===== src/rxcr_div.sv =====
package rxcr_pkg;
	localparam int LANES = 8;
	localparam int SRC_W = 3;
	localparam int FREQ_W = 20;
	localparam int LANES_PER_BLOCK = 4;
	localparam int LANE0 = 0;

	typedef enum logic [2:0] {
		RXCR_SRC_OFF = 3'h0,
		RXCR_SRC_SERIAL = 3'h1,
		RXCR_SRC_OWN_PRC = 3'h2,
		RXCR_SRC_LANE0_PRC = 3'h3,
		RXCR_SRC_LOCAL_DIV = 3'h4,
		RXCR_SRC_SHARED_DIV = 3'h5,
		RXCR_SRC_MASTER_DIV = 3'h6
	} rxcr_src_t;

	typedef enum logic [2:0] {
		RXCR_MODE_NB_RM = 3'h0,
		RXCR_MODE_X4_DESKEW = 3'h1,
		RXCR_MODE_X4_NODESKEW = 3'h2,
		RXCR_MODE_X8 = 3'h3,
		RXCR_MODE_BASIC_X4 = 3'h4,
		RXCR_MODE_BASIC_X8 = 3'h5
	} rxcr_mode_t;

	typedef enum logic [2:0] {
		RXCR_PROTO_PCIE = 3'h0,
		RXCR_PROTO_GIGE = 3'h1,
		RXCR_PROTO_SRIO = 3'h2,
		RXCR_PROTO_XAUI = 3'h3,
		RXCR_PROTO_BASIC = 3'h4
	} rxcr_proto_t;

	// Gray order along idle, check, apply, run
	typedef enum logic [1:0] {
		RXCR_ST_IDLE = 2'h0,
		RXCR_ST_CHECK = 2'h1,
		RXCR_ST_APPLY = 2'h3,
		RXCR_ST_RUN = 2'h2
	} rxcr_state_t;

	localparam logic [7:0] REG_CTRL = 8'h00;
	localparam logic [7:0] REG_STATUS = 8'h04;
	localparam logic [7:0] REG_DP_FREQ = 8'h08;
	localparam logic [7:0] REG_FAB_FREQ = 8'h0C;
	localparam logic [7:0] REG_RATIO = 8'h10;

	localparam int CTRL_MODE_LSB = 0;
	localparam int CTRL_BDES_BIT = 3;
	localparam int CTRL_RATE_BIT = 4;
	localparam int CTRL_DSRC_BIT = 5;
	localparam int CTRL_EN_BIT = 6;
	localparam int CTRL_PROTO_LSB = 8;
	localparam int CTRL_W = 11;
	localparam logic [CTRL_W-1:0] CTRL_RST = 11'h000;
	localparam logic [7:0] RATIO_RST = 8'h04;

	localparam int STAT_OK_BIT = 0;
	localparam int STAT_BOND_BIT = 1;
	localparam int STAT_PTR_BIT = 2;
	localparam int STAT_CORE_BIT = 3;
	localparam int STAT_HALF_BIT = 4;
	localparam int STAT_ERR_BIT = 5;
	localparam int STAT_STATE_LSB = 6;
	localparam int STAT_LOCK_LSB = 8;

	// Frequencies in kHz
	localparam logic [FREQ_W-1:0] F_NONE = 20'h00000;
	localparam logic [FREQ_W-1:0] F_62M5 = 20'h0F424;
	localparam logic [FREQ_W-1:0] F_125M = 20'h1E848;
	localparam logic [FREQ_W-1:0] F_156M25 = 20'h2625A;
	localparam logic [FREQ_W-1:0] F_250M = 20'h3D090;
	localparam logic [FREQ_W-1:0] F_312M5 = 20'h4C4B4;
	localparam logic [FREQ_W-1:0] F_500M = 20'h7A120;
endpackage

`timescale 1ns/1ps

module rxcr_div (
	input wire logic ref_clk, // system clock
	input wire logic srst, // sync reset, active high
	input wire logic ce, // clock enable
	input wire logic run, // divider runs
	input wire logic [7:0] ratio, // divide ratio, 0 treated as 1
	input wire logic halve, // extra divide by two
	output logic tick // one-cycle strobe of divided clock
);
	logic [7:0] cnt_r;
	logic [7:0] cnt_nxt;
	logic half_r;
	logic tick_r;
	logic wrap;

	assign wrap = (cnt_r + 8'h01 >= ratio);
	assign cnt_nxt = wrap ? 8'h00 : cnt_r + 8'h01;
	assign tick = tick_r;

	always_ff @(posedge ref_clk) begin
		if (srst || !run) begin
			cnt_r <= 8'h00;
			half_r <= 1'b0;
			tick_r <= 1'b0;
		end else if (ce) begin
			cnt_r <= cnt_nxt;
			if (wrap)
				half_r <= ~half_r;
			tick_r <= wrap && (!halve || half_r);
		end
	end
endmodule


===== src/rxcr_top.sv =====
// Added by the designer: the register addresses and the address-and-strobe port.
`timescale 1ns/1ps

// What this block does
// - Non-bonded: parallel recovered clock divided from serial; deserializer on serial clock.
// - Non-bonded: aligner and rate-match write on own parallel recovered clock.
// - Non-bonded: rate-match read, decoder, byte deserializer on local transmit divider.
// - Non-bonded: phase FIFO on transmit clock, halved with byte deserializer, forwarded.
// - Single-lane PCIe: 250 or 500 MHz datapath; 5 Gbps needs byte deserializer.
// - GigE 125 MHz datapath; RapidIO 3.125G 312.5 MHz with 156.25 MHz fabric clock.
// - Four lanes bond in one block; eight lanes span two blocks.
// - Bonded lanes share one divider: first clock multiplier or auxiliary PLL.
// - Bonded phase FIFOs share central pointers for equal latency.
// - Generic four/eight-lane modes never bond but reuse PCIe clocking.
// - Four-lane deskew: each aligner on its own recovered clock.
// - Four-lane deskew: deskew and rate-match write on lane 0 recovered clock.
// - Four-lane: rate-match read, decoder, byte deserializer on shared divider.
// - Four-lane without deskew: aligner and rate-match write on own lane clock.
// - Four-lane PCIe: 250 or 500 MHz; 5 Gbps needs byte deserializer.
// - Eight-lane PCIe: master block lanes 0-3, slave block lanes 4-7.
// - Eight-lane: read side clocks from master divider, forwarded as core clock.
module rxcr_top (
	input wire logic ref_clk, // system clock, 200 MHz
	input wire logic srst, // sync reset, active high
	input wire logic ce, // clock enable, freezes all state
	input wire logic [7:0] reg_addr, // register byte address
	input wire logic [31:0] reg_wdata, // register write data
	input wire logic reg_wr, // write strobe
	input wire logic reg_rd, // read strobe
	output logic [31:0] reg_rdata, // read data, cycle after strobe
	input wire logic [rxcr_pkg::LANES-1:0] cdr_lock_pin, // per-lane CDR lock, asynchronous
	output logic [rxcr_pkg::LANES*rxcr_pkg::SRC_W-1:0] deser_src, // deserializer clock source
	output logic [rxcr_pkg::LANES*rxcr_pkg::SRC_W-1:0] prc_src, // parallel recovered clock origin
	output logic [rxcr_pkg::LANES*rxcr_pkg::SRC_W-1:0] wa_src, // word aligner clock source
	output logic [rxcr_pkg::LANES*rxcr_pkg::SRC_W-1:0] rmw_src, // rate-match write clock source
	output logic [rxcr_pkg::LANES*rxcr_pkg::SRC_W-1:0] dsk_src, // deskew FIFO clock source
	output logic [rxcr_pkg::LANES*rxcr_pkg::SRC_W-1:0] rmr_src, // rate-match read clock source
	output logic [rxcr_pkg::LANES*rxcr_pkg::SRC_W-1:0] dec_src, // 8B/10B decoder clock source
	output logic [rxcr_pkg::LANES*rxcr_pkg::SRC_W-1:0] bdw_src, // byte deserializer write source
	output logic [rxcr_pkg::LANES*rxcr_pkg::SRC_W-1:0] pcf_src, // phase FIFO write source
	output logic [rxcr_pkg::LANES-1:0] slave_block, // lane sits in slave block
	output logic shared_div_aux, // shared divider is auxiliary PLL
	output logic fwd_core, // forwarded clock is core clock of four/eight-lane modes
	output logic fwd_half, // forwarded clock halved
	output logic ptr_shared, // phase FIFO pointers central
	output logic bonded, // receive lanes bonded
	output logic cfg_ok, // applied configuration running
	output logic fwd_tick // forwarded interface clock strobe
);
	// ------------------------------------------------------------
	// Registers and synchroniser
	// ------------------------------------------------------------
	logic [rxcr_pkg::CTRL_W-1:0] ctrl_r;
	logic [7:0] ratio_r;
	logic [31:0] rdata_r;
	logic [31:0] rdata_nxt;
	logic [rxcr_pkg::LANES-1:0] lock_meta_r;
	logic [rxcr_pkg::LANES-1:0] lock_r;
	logic err_r;
	rxcr_pkg::rxcr_state_t state_r;
	rxcr_pkg::rxcr_state_t state_nxt;

	wire wr_ctrl = reg_wr && (reg_addr == rxcr_pkg::REG_CTRL);
	wire wr_ratio = reg_wr && (reg_addr == rxcr_pkg::REG_RATIO);

	always_ff @(posedge ref_clk) begin
		if (srst) begin
			ctrl_r <= rxcr_pkg::CTRL_RST;
			ratio_r <= rxcr_pkg::RATIO_RST;
			lock_meta_r <= '0;
			lock_r <= '0;
		end else if (ce) begin
			if (wr_ctrl)
				ctrl_r <= reg_wdata[rxcr_pkg::CTRL_W-1:0];
			if (wr_ratio)
				ratio_r <= reg_wdata[7:0];
			lock_meta_r <= cdr_lock_pin;
			lock_r <= lock_meta_r;
		end
	end

	// ------------------------------------------------------------
	// Configuration decode
	// ------------------------------------------------------------
	wire [2:0] mode_f = ctrl_r[rxcr_pkg::CTRL_MODE_LSB +: 3];
	wire [2:0] proto_f = ctrl_r[rxcr_pkg::CTRL_PROTO_LSB +: 3];
	wire bdes = ctrl_r[rxcr_pkg::CTRL_BDES_BIT];
	wire rate_hi = ctrl_r[rxcr_pkg::CTRL_RATE_BIT];
	wire dsrc_aux = ctrl_r[rxcr_pkg::CTRL_DSRC_BIT];
	wire enable = ctrl_r[rxcr_pkg::CTRL_EN_BIT];

	wire m_nb = (mode_f == rxcr_pkg::RXCR_MODE_NB_RM);
	wire m_x4d = (mode_f == rxcr_pkg::RXCR_MODE_X4_DESKEW);
	wire m_x4n = (mode_f == rxcr_pkg::RXCR_MODE_X4_NODESKEW);
	wire m_x8 = (mode_f == rxcr_pkg::RXCR_MODE_X8);
	wire m_bx4 = (mode_f == rxcr_pkg::RXCR_MODE_BASIC_X4);
	wire m_bx8 = (mode_f == rxcr_pkg::RXCR_MODE_BASIC_X8);
	wire four_lane = m_x4d || m_x4n || m_bx4;
	wire eight_lane = m_x8 || m_bx8;

	wire p_pcie = (proto_f == rxcr_pkg::RXCR_PROTO_PCIE);
	wire p_gige = (proto_f == rxcr_pkg::RXCR_PROTO_GIGE);
	wire p_srio = (proto_f == rxcr_pkg::RXCR_PROTO_SRIO);
	wire p_xaui = (proto_f == rxcr_pkg::RXCR_PROTO_XAUI);
	wire p_basic = (proto_f == rxcr_pkg::RXCR_PROTO_BASIC);

	// Only the listed protocol/mode pairings are legal
	wire ok_pcie = p_pcie && (m_nb || m_x4n || m_x8) && (!rate_hi || bdes);
	wire ok_gige = p_gige && m_nb && !rate_hi;
	wire ok_srio = p_srio && m_nb && bdes;
	wire ok_xaui = p_xaui && m_x4d && rate_hi && bdes;
	wire ok_basic = p_basic && (m_nb || m_bx4 || m_bx8);
	wire legal = ok_pcie || ok_gige || ok_srio || ok_xaui || ok_basic;

	// Datapath clock follows line rate; fabric clock halves with byte deserializer
	wire [rxcr_pkg::FREQ_W-1:0] dp_pcie = rate_hi ? rxcr_pkg::F_500M : rxcr_pkg::F_250M;
	wire [rxcr_pkg::FREQ_W-1:0] dp_srio = rate_hi ? rxcr_pkg::F_312M5 : rxcr_pkg::F_250M;
	wire [rxcr_pkg::FREQ_W-1:0] dp_freq =
		p_pcie ? dp_pcie :
		p_gige ? rxcr_pkg::F_125M :
		p_srio ? dp_srio :
		p_xaui ? rxcr_pkg::F_312M5 : rxcr_pkg::F_NONE;
	wire [rxcr_pkg::FREQ_W-1:0] fab_freq = bdes ? (dp_freq >> 1) : dp_freq;

	// ------------------------------------------------------------
	// Apply sequence
	// ------------------------------------------------------------
	// Sources take control word values only in apply, so a half-written control word never reaches the clocks
	always_comb begin
		state_nxt = state_r;
		case (state_r)
			rxcr_pkg::RXCR_ST_IDLE: begin
				if (enable)
					state_nxt = rxcr_pkg::RXCR_ST_CHECK;
			end
			rxcr_pkg::RXCR_ST_CHECK: begin
				state_nxt = legal ? rxcr_pkg::RXCR_ST_APPLY : rxcr_pkg::RXCR_ST_IDLE;
			end
			rxcr_pkg::RXCR_ST_APPLY: begin
				state_nxt = rxcr_pkg::RXCR_ST_RUN;
			end
			rxcr_pkg::RXCR_ST_RUN: begin
				if (wr_ctrl)
					state_nxt = rxcr_pkg::RXCR_ST_IDLE;
			end
			default: begin
				state_nxt = rxcr_pkg::RXCR_ST_IDLE;
			end
		endcase
		if (!enable)
			state_nxt = rxcr_pkg::RXCR_ST_IDLE;
	end

	wire do_apply = (state_r == rxcr_pkg::RXCR_ST_APPLY);
	wire do_clear = (state_r == rxcr_pkg::RXCR_ST_IDLE);
	wire running = (state_r == rxcr_pkg::RXCR_ST_RUN);

	always_ff @(posedge ref_clk) begin
		if (srst) begin
			state_r <= rxcr_pkg::RXCR_ST_IDLE;
			err_r <= 1'b0;
		end else if (ce) begin
			state_r <= state_nxt;
			if (state_r == rxcr_pkg::RXCR_ST_CHECK)
				err_r <= !legal;
			else if (wr_ctrl)
				err_r <= 1'b0;
		end
	end

	// ------------------------------------------------------------
	// Per-lane clock routing
	// ------------------------------------------------------------
	// Read-side source: own transmit divider, shared block divider, or master block divider
	wire [rxcr_pkg::SRC_W-1:0] rd_side =
		m_nb ? rxcr_pkg::RXCR_SRC_LOCAL_DIV :
		eight_lane ? rxcr_pkg::RXCR_SRC_MASTER_DIV :
		rxcr_pkg::RXCR_SRC_SHARED_DIV;

	genvar gl;
	generate
		for (gl = 0; gl < rxcr_pkg::LANES; gl++) begin : g_lane
			localparam int LO = gl * rxcr_pkg::SRC_W;
			// Upper four lanes sit out the four-lane modes and run in non-bonded and eight-lane modes
			wire active = m_nb || eight_lane || (four_lane && gl < rxcr_pkg::LANES_PER_BLOCK);
			wire [rxcr_pkg::SRC_W-1:0] off = rxcr_pkg::RXCR_SRC_OFF;
			wire [rxcr_pkg::SRC_W-1:0] own = rxcr_pkg::RXCR_SRC_OWN_PRC;
			wire [rxcr_pkg::SRC_W-1:0] ser_n = active ? rxcr_pkg::RXCR_SRC_SERIAL : off;
			wire [rxcr_pkg::SRC_W-1:0] wa_n = active ? own : off;
			wire [rxcr_pkg::SRC_W-1:0] rmw_n = !active ? off :
				m_x4d ? rxcr_pkg::RXCR_SRC_LANE0_PRC : own;
			wire [rxcr_pkg::SRC_W-1:0] dsk_n = (active && m_x4d) ? rxcr_pkg::RXCR_SRC_LANE0_PRC : off;
			wire [rxcr_pkg::SRC_W-1:0] rd_n = active ? rd_side : off;
			wire [rxcr_pkg::SRC_W-1:0] bdw_n = bdes ? rd_n : off;
			logic [rxcr_pkg::SRC_W-1:0] ser_r;
			logic [rxcr_pkg::SRC_W-1:0] wa_r;
			logic [rxcr_pkg::SRC_W-1:0] rmw_r;
			logic [rxcr_pkg::SRC_W-1:0] dsk_r;
			logic [rxcr_pkg::SRC_W-1:0] rd_r;
			logic [rxcr_pkg::SRC_W-1:0] bdw_r;
			logic slv_r;

			always_ff @(posedge ref_clk) begin
				if (srst || (ce && do_clear)) begin
					ser_r <= off;
					wa_r <= off;
					rmw_r <= off;
					dsk_r <= off;
					rd_r <= off;
					bdw_r <= off;
					slv_r <= 1'b0;
				end else if (ce && do_apply) begin
					ser_r <= ser_n;
					wa_r <= wa_n;
					rmw_r <= rmw_n;
					dsk_r <= dsk_n;
					rd_r <= rd_n;
					bdw_r <= bdw_n;
					slv_r <= eight_lane && gl >= rxcr_pkg::LANES_PER_BLOCK;
				end
			end

			assign deser_src[LO +: rxcr_pkg::SRC_W] = ser_r;
			assign prc_src[LO +: rxcr_pkg::SRC_W] = ser_r;
			assign wa_src[LO +: rxcr_pkg::SRC_W] = wa_r;
			assign rmw_src[LO +: rxcr_pkg::SRC_W] = rmw_r;
			assign dsk_src[LO +: rxcr_pkg::SRC_W] = dsk_r;
			assign rmr_src[LO +: rxcr_pkg::SRC_W] = rd_r;
			assign dec_src[LO +: rxcr_pkg::SRC_W] = rd_r;
			assign bdw_src[LO +: rxcr_pkg::SRC_W] = bdw_r;
			assign pcf_src[LO +: rxcr_pkg::SRC_W] = rd_r;
			assign slave_block[gl] = slv_r;
		end
	endgenerate

	// ------------------------------------------------------------
	// Bonding flags and forwarded clock
	// ------------------------------------------------------------
	logic bonded_r;
	logic core_r;
	logic half_r;
	logic aux_r;

	always_ff @(posedge ref_clk) begin
		if (srst || (ce && do_clear)) begin
			bonded_r <= 1'b0;
			core_r <= 1'b0;
			half_r <= 1'b0;
			aux_r <= 1'b0;
		end else if (ce && do_apply) begin
			bonded_r <= m_x4d || m_x4n || m_x8;
			core_r <= !m_nb;
			half_r <= bdes;
			aux_r <= !m_nb && dsrc_aux;
		end
	end

	assign bonded = bonded_r;
	assign ptr_shared = bonded_r;
	assign fwd_core = core_r;
	assign fwd_half = half_r;
	assign shared_div_aux = aux_r;
	assign cfg_ok = running;

	// One divider makes the forwarded strobe fwd_tick for all lanes, so the fabric sees a single clock
	rxcr_div u_fwd_div (
		.ref_clk(ref_clk),
		.srst(srst),
		.ce(ce),
		.run(running),
		.ratio(ratio_r),
		.halve(half_r),
		.tick(fwd_tick)
	);

	// ------------------------------------------------------------
	// Register read
	// ------------------------------------------------------------
	wire [31:0] status_w = {16'h0000, lock_r, state_r, err_r, half_r, core_r, bonded_r, bonded_r, running};
	wire [31:0] ctrl_w = {{(32 - rxcr_pkg::CTRL_W){1'b0}}, ctrl_r};

	always_comb begin
		rdata_nxt = 32'h00000000;
		case (reg_addr)
			rxcr_pkg::REG_CTRL: rdata_nxt = ctrl_w;
			rxcr_pkg::REG_STATUS: rdata_nxt = status_w;
			rxcr_pkg::REG_DP_FREQ: rdata_nxt = {12'h000, dp_freq};
			rxcr_pkg::REG_FAB_FREQ: rdata_nxt = {12'h000, fab_freq};
			rxcr_pkg::REG_RATIO: rdata_nxt = {24'h000000, ratio_r};
			default: rdata_nxt = 32'h00000000;
		endcase
	end

	always_ff @(posedge ref_clk) begin
		if (srst)
			rdata_r <= 32'h00000000;
		else if (ce)
			rdata_r <= reg_rd ? rdata_nxt : 32'h00000000;
	end

	assign reg_rdata = rdata_r;
endmodule


===== config.mk =====
export PLATFORM = sky130hd
export DESIGN_NAME = rxcr_top
export DESIGN_NICKNAME = d
export VERILOG_FILES = /design/src/rxcr_div.sv /design/src/rxcr_top.sv
export SDC_FILE = /design/constraint.sdc
export NUM_CORES = 1
export LEC_CHECK = 0
export BUFFER_PORTS_ARGS = -buffer_cell sky130_fd_sc_hd__buf_2
export CORE_AREA = 3 3 123 125
export DETAILED_ROUTE_END_ITERATION = 8
export DIE_AREA = 0 0 126 128
export PLACE_DENSITY = 0.76
export REMOVE_ABC_BUFFERS = 1
export SETUP_SLACK_MARGIN = 0.02
export SYNTH_ARGS = -nofsm -noshare
export SYNTH_HDL_FRONTEND = slang
export SYNTH_SLANG_ARGS = --single-unit

===== constraint.sdc =====
create_clock -name ref_clk -period 3.2 [get_ports ref_clk]
set_clock_uncertainty 0.1 [all_clocks]
set_input_delay 0 -clock ref_clk [delete_from_list [all_inputs] [get_ports ref_clk]]
set_output_delay 0 -clock ref_clk [all_outputs]
set_load 0.01 [all_outputs]

Yosys cells after proc, flatten, opt, wreduce, memory -nomap -nowiden

Cells that the tools add are included.

Add/subtract/negate cells: 1
Multipliers: 0
Div/mod/pow operators: 0
Magnitude comparators: 1
Eq/ne operators: 17
Shift-type cells: 0
Multiplexer cells: 31
Bitwise gates (word level): 1
Reductions and logical operators: 51

Operators with widths:

| cell                                           | number |
|---|---|
| two-way mux 19 bit                             | 7 |
| case mux 19 bit (5 select lines)               | 1 |
| two-way mux 32 bit                             | 1 |
| two-way mux 2 bit                              | 10 |
| logical AND 1 bit                              | 18 |
| logical OR 1 bit                               | 18 |
| == test 8 x 4 -> 1 bit (second input constant) | 2 |
| two-way mux 3 bit                              | 5 |
| == test 3 x 2 -> 1 bit (second input constant) | 4 |
| AND reduction 2 bit                            | 5 |
| == test 3 bit (second input constant)          | 3 |
| adder 8 x 1 -> 8 bit (second input constant)   | 1 |
| == test 8 x 3 -> 1 bit (second input constant) | 1 |
| == test 8 x 5 -> 1 bit (second input constant) | 1 |
| greater-or-equal comparator 8 bit              | 1 |
| zero test 8 bit                                | 1 |
| two-way mux 8 bit                              | 1 |
| case mux 2 bit (4 select lines)                | 1 |
| == test 3 x 1 -> 1 bit (second input constant) | 2 |
| zero test 3 bit                                | 2 |
| zero test 1 bit                                | 5 |
| two-way mux 1 bit                              | 5 |
| == test 2 bit (second input constant)          | 2 |
| != test 3 bit (second input constant)          | 1 |
| other kinds (4)                                | 4 |

Register bits: 121
Bits in latches: 0
Bits in writable memories: 0
Memory bits (read-only): 0
Input bits: 53
Output and inout bits: 263
Memories: 0

Depth between registers and ports, before layout

Word-level depth: 12
Gate-level depth with buffers: 11
Depth with buffers taken out: 11

Cells and area by module

A second synthesis with hierarchy kept.

Cells, all modules: 690
Area total of the unflattened synthesis: 5,649.2 um^2

Modules (own cells, without submodules):

| module   | instances | cells an instance | area each (um^2) | sequential area each (um^2) |
|---|---|---|---|---|
| rxcr_top | 1         | 615               | 4,957.3          | 1,441.4 |
| rxcr_div | 1         | 75                | 691.9            | 200.2 |

Worst setup path before layout

OpenSTA, ideal clock, no wires.

Path kind: register to register
Start: register u_fwd_div.cnt_r[0]
End: register u_fwd_div.cnt_r[5]
Arrival: 2.244 ns
Required time: 2.986 ns
Setup slack: 0.742 ns
Stages on the path, launching flop included: 11
Buffers on the path: 0
Cell sequence: dfxtp_1 > and3_1 > nand3_1 > nor2_1 > xnor2_1 > inv_1 > ha_1 > nand4_1 > o311ai_0 > a21oi_1 > a21o_1

Longest elaborated chain between the ends: 3

Ends and longest elaborated chain:

| item                              | RTL line                       | text |
|---|---|---|
| from (decl)                       | rxcr_div.sv:89                 | `logic [7:0] cnt_r;` |
| from (signal assigned)            | rxcr_div.sv:105                | `cnt_r <= cnt_nxt;` |
| adder 8 x 1 -> 8 bit (*)          | rxcr_div.sv:95, rxcr_div.sv:96 |  |
| greater-or-equal comparator 8 bit | rxcr_div.sv:95                 | `assign wrap = (cnt_r + 8'h01 >= ratio);` |
| two-way mux 8 bit (*)             | rxcr_div.sv:96                 | `assign cnt_nxt = wrap ? 8'h00 : cnt_r + 8'h01;` |

Mark *: on every way between the ends. The rest lies on a longest branch, timed or not.
A chain may end at the register's enable or synchronous reset.

Final worst setup path

Start: register u_fwd_div.cnt_r[0]
End: register u_fwd_div.cnt_r[2]

Same word-level chain as after synthesis.

==> metrics.md <==
| Metric | Value |
|---|---|
| Status | complete, no violations |
| Placer Congestion | 0.845 |
| Site Rows | 43 |
| CP max FO | 6 |
| IO Port Bufs | 197 |
| CP startpoint kind | flop |
| Crit Path Class | flop to flop |
| Pwr dens | 381 nW/um^2 |
| Dpl ws | 487 ps |
| Ports | 316 |
| DRC viols | 0 |
| Wire per inst | 14.0 um |
| GR Util met3 | 3.71% |
| Post-synthesis async set-or-reset flop share | 0% |
| First-pass GRT wire length | 20100 um |
| Final WL | 13300 um |
| Initial DRC Count | 305 |
| All-Layer GR Usage | 15.4% |
| Seq/Total Area, Yosys | 28.7% |
| Syn Area/Cell | 8.26 um^2 |
| Worst-skew pair later-pin latency | 330 ps |
| Leak pwr | 3.10 nW |
| Worst Setup End Kind | flop |
| CP Data Required Time | 3320 ps |
| Fin crit period | 2750 ps |
| Least-Margin Pin Slew | 1040 ps |
| Final HPWL DP | 10200 um |
| Vias in the first global route | 3774 |
| Max cap viols | 0 |
| Fin crit share | 86.0% |
| Clock transition at path regs | 60 ps |
| Die Span X | 126 um |
| Peak VDD IR | 0.000232 V |
| Cell taking the most area after synthesis | buf_4 |
| Dominant cells by area after synthesis | buf_4 30%, dfxtp_1 29%, mux2i_1 6.8% |
| Cell Area, Placed | 5490 um^2 |
| Share of layout cells above drive strength 1 | 30.8% |
| Vias post-DR | 4347 |
| Unique cell type count in the Yosys netlist | 65 |
| Final hold slack | 18.7 ps |
| Met1 Use GR | 19.3% |
| Die Y | 128 um |
| Main flop type after synthesis | dfxtp_1 |
| Fin area | 6010 um^2 |
| GRT Residual Overflow | 0 |
| Mapped Cells | 691 |
| Arr. time, crit path | 2870 ps |
| RSZ-0062 raised after global routing | false |
| DR vias/cell | 4.58 |
| Setup violators final | 0 |
| Core area | 14000 um^2 |
| Area growth syn-to-layout | 5.26% |
| PostCTS Resize Cnt | 0 |
| Slew headroom | 30.2% |
| Final Hold Viols | 0 |
| ANT nets after route | 0 |
| Pre-antenna DRT Iters | 4 |
| Root Driver | clkbuf_16 |
| Num CTS Buffers | 9 |
| Fmax | 0.363 GHz |
| Initial antenna violation count | 1 |
| CP Launch Point | u_fwd_div.cnt_r[0] |
| # H-tree levels | 3 |
| Area share of the largest cell type after synthesis | 30.0% |
| Yosys reg bits | 82 |
| Mapped cell area | 5710 um^2 |
| Largest net degree at the start of global routing | 32 |
| Fin worst setup slack | 448 ps |
| Hold WC Path Type | input port to flop |
| Hold_sp | reg_addr[3] |
| Clock buffer depth | 2 |
| Clock sinks | 82 |
| Fin Setup TNS | 0 ps |
| Worst r2r src | u_fwd_div.cnt_r[0] |
| Die ar. | 16100 um^2 |
| GR peak layer | met2 |
| CTS tree | yes |
| Yosys warnings | 0 |
| Initial Util | 40.8% |
| Layout Nets | 826 |
| EDFF count, synth | 0 |
| Max-slew violation count | 0 |
| Met2 usage | 26.4% |
-- metal layers --
| metal | share of wire (%) | vias up |
|---|---|---|
| met4 | 1.3 | 0 |
| met2 | 50 | 195 |
| li1 | - | 2136 |
| met1 | 41 | 1999 |
| met5 | 0 | - |
| met3 | 8.4 | 17 |
-- through the flow --
stage / util (%) / instances / total power [mW]
floorplan: - / 532 / 1.14
global placement: 39.2 / 913 / 1.20
detailed placement: 39.2 / 913 / 1.21
CTS: 43.0 / 949 / 2.31
global route: 43.0 / 950 / 2.38
finish: 43.0 / 950 / 2.29
-- synthesized netlist by cell type, drive strengths merged (2+ instances only) --
library cell / instances
or3: 2
o2bb2ai: 2
dfxtp: 82
mux2i: 39
or2: 2
or4: 4
a2111oi: 2
mux2: 5
and2: 4
clkbuf: 22
inv: 19
a22o: 3
xor2: 6
nor2b: 3
nand2: 52
nor4: 3
nand3b: 2
nor2: 63
nand2b: 8
a221oi: 8
o31ai: 4
o211ai: 3
nor3b: 3
ha: 9
buf: 233
nand4b: 3
and3: 5
o21a: 3
nor3: 8
nand4: 2
nand3: 11
a21oi: 28
o21ai: 23
a22oi: 2
a211oi: 2
a2bb2oi: 2
-- worst max-delay path, stage by stage (launching register included) --
cell	delay, ps
dfxtp_1	410
and3_1	180
nand3_1	120
nor2_1	170
xnor2_1	160
inv_1	70
ha_1	320
nand4_1	130
o31ai_1	570
nor3_1	110
o31a_1	290
-- power breakdown --
group	switching (mW)	internal, mW
Combinational	0.119	0.0526
Clock	0.387	0.690
Sequential	0.00687	1.03
-- area by class of cell --
cell class,instances,area [um^2]
fill,1436,7980
multi-input combinational,431,2540
sequential,82,1640
timing repair buffer,221,1220
clock buffer,15,288
tap,180,225
inverter,19,71.3
clock inverter,1,30.0
antenna,1,2.50
-- cell families (layout without fill, tap and decap cells) --
| logic type | Yosys count | count (layout) | synth area share, % |
|---|---|---|---|
| other | 1 | 98 | 0.0657 |
| buffers and inverters | 274 | 256 | 33.2 |
| adder cells (fa/ha/maj) | 9 | 9 | 1.97 |
| flip-flops | 82 | 82 | 28.7 |
| XOR/XNOR | 7 | 7 | 1.07 |
| multiplexers | 44 | 44 | 7.82 |
| AO/OA/AOI/OAI | 97 | 97 | 11.5 |
| AND/OR/NAND/NOR | 177 | 177 | 15.6 |
-- state kept, by name, summed over array words and instances, names as in the netlist, 2 cells and up --
signal           flops
ctrl_r              11
g_lane.dsk_r         2
lock_meta_r          8
state_r              2
lock_r               8
ratio_r              8
g_lane.bdw_r         4
reg_rdata           19
g_lane.rd_r          4
u_fwd_div.cnt_r      8
-- final timing paths --
path	to	slack, ps	cells after the start
hold reg to reg	reg_rdata[6]	350	2
setup reg to reg	u_fwd_div.cnt_r[2]	450	10
hold / removal	reg_rdata[14]	20	3
setup / recovery	u_fwd_div.cnt_r[2]	450	10
-- cells in the final DEF (no fill, tap or decap), types with 5 or more instances in the layout --
cell type,count
nand2b_1,7
inv_1,19
nand3_1,11
clkbuf_16,9
conb_1,97
nand2_1,52
nor3_1,8
dlygate4sd3_1,20
mux2i_1,39
nor2_1,63
o21ai_0,17
buf_2,197
and3_1,5
mux2_2,5
a21oi_1,27
dfxtp_1,82
xor2_1,6
a221oi_1,8
o21ai_1,6
ha_1,9
-- timing repair --
action | CTS | global route
endpoints found under the setup margin | 0 | 0
buffers inserted | 0 | 0
hold buffers | 20 | 0
endpoints found under the hold margin | 28 | 0
No activity file was read; power rests on OpenSTA's default activity.
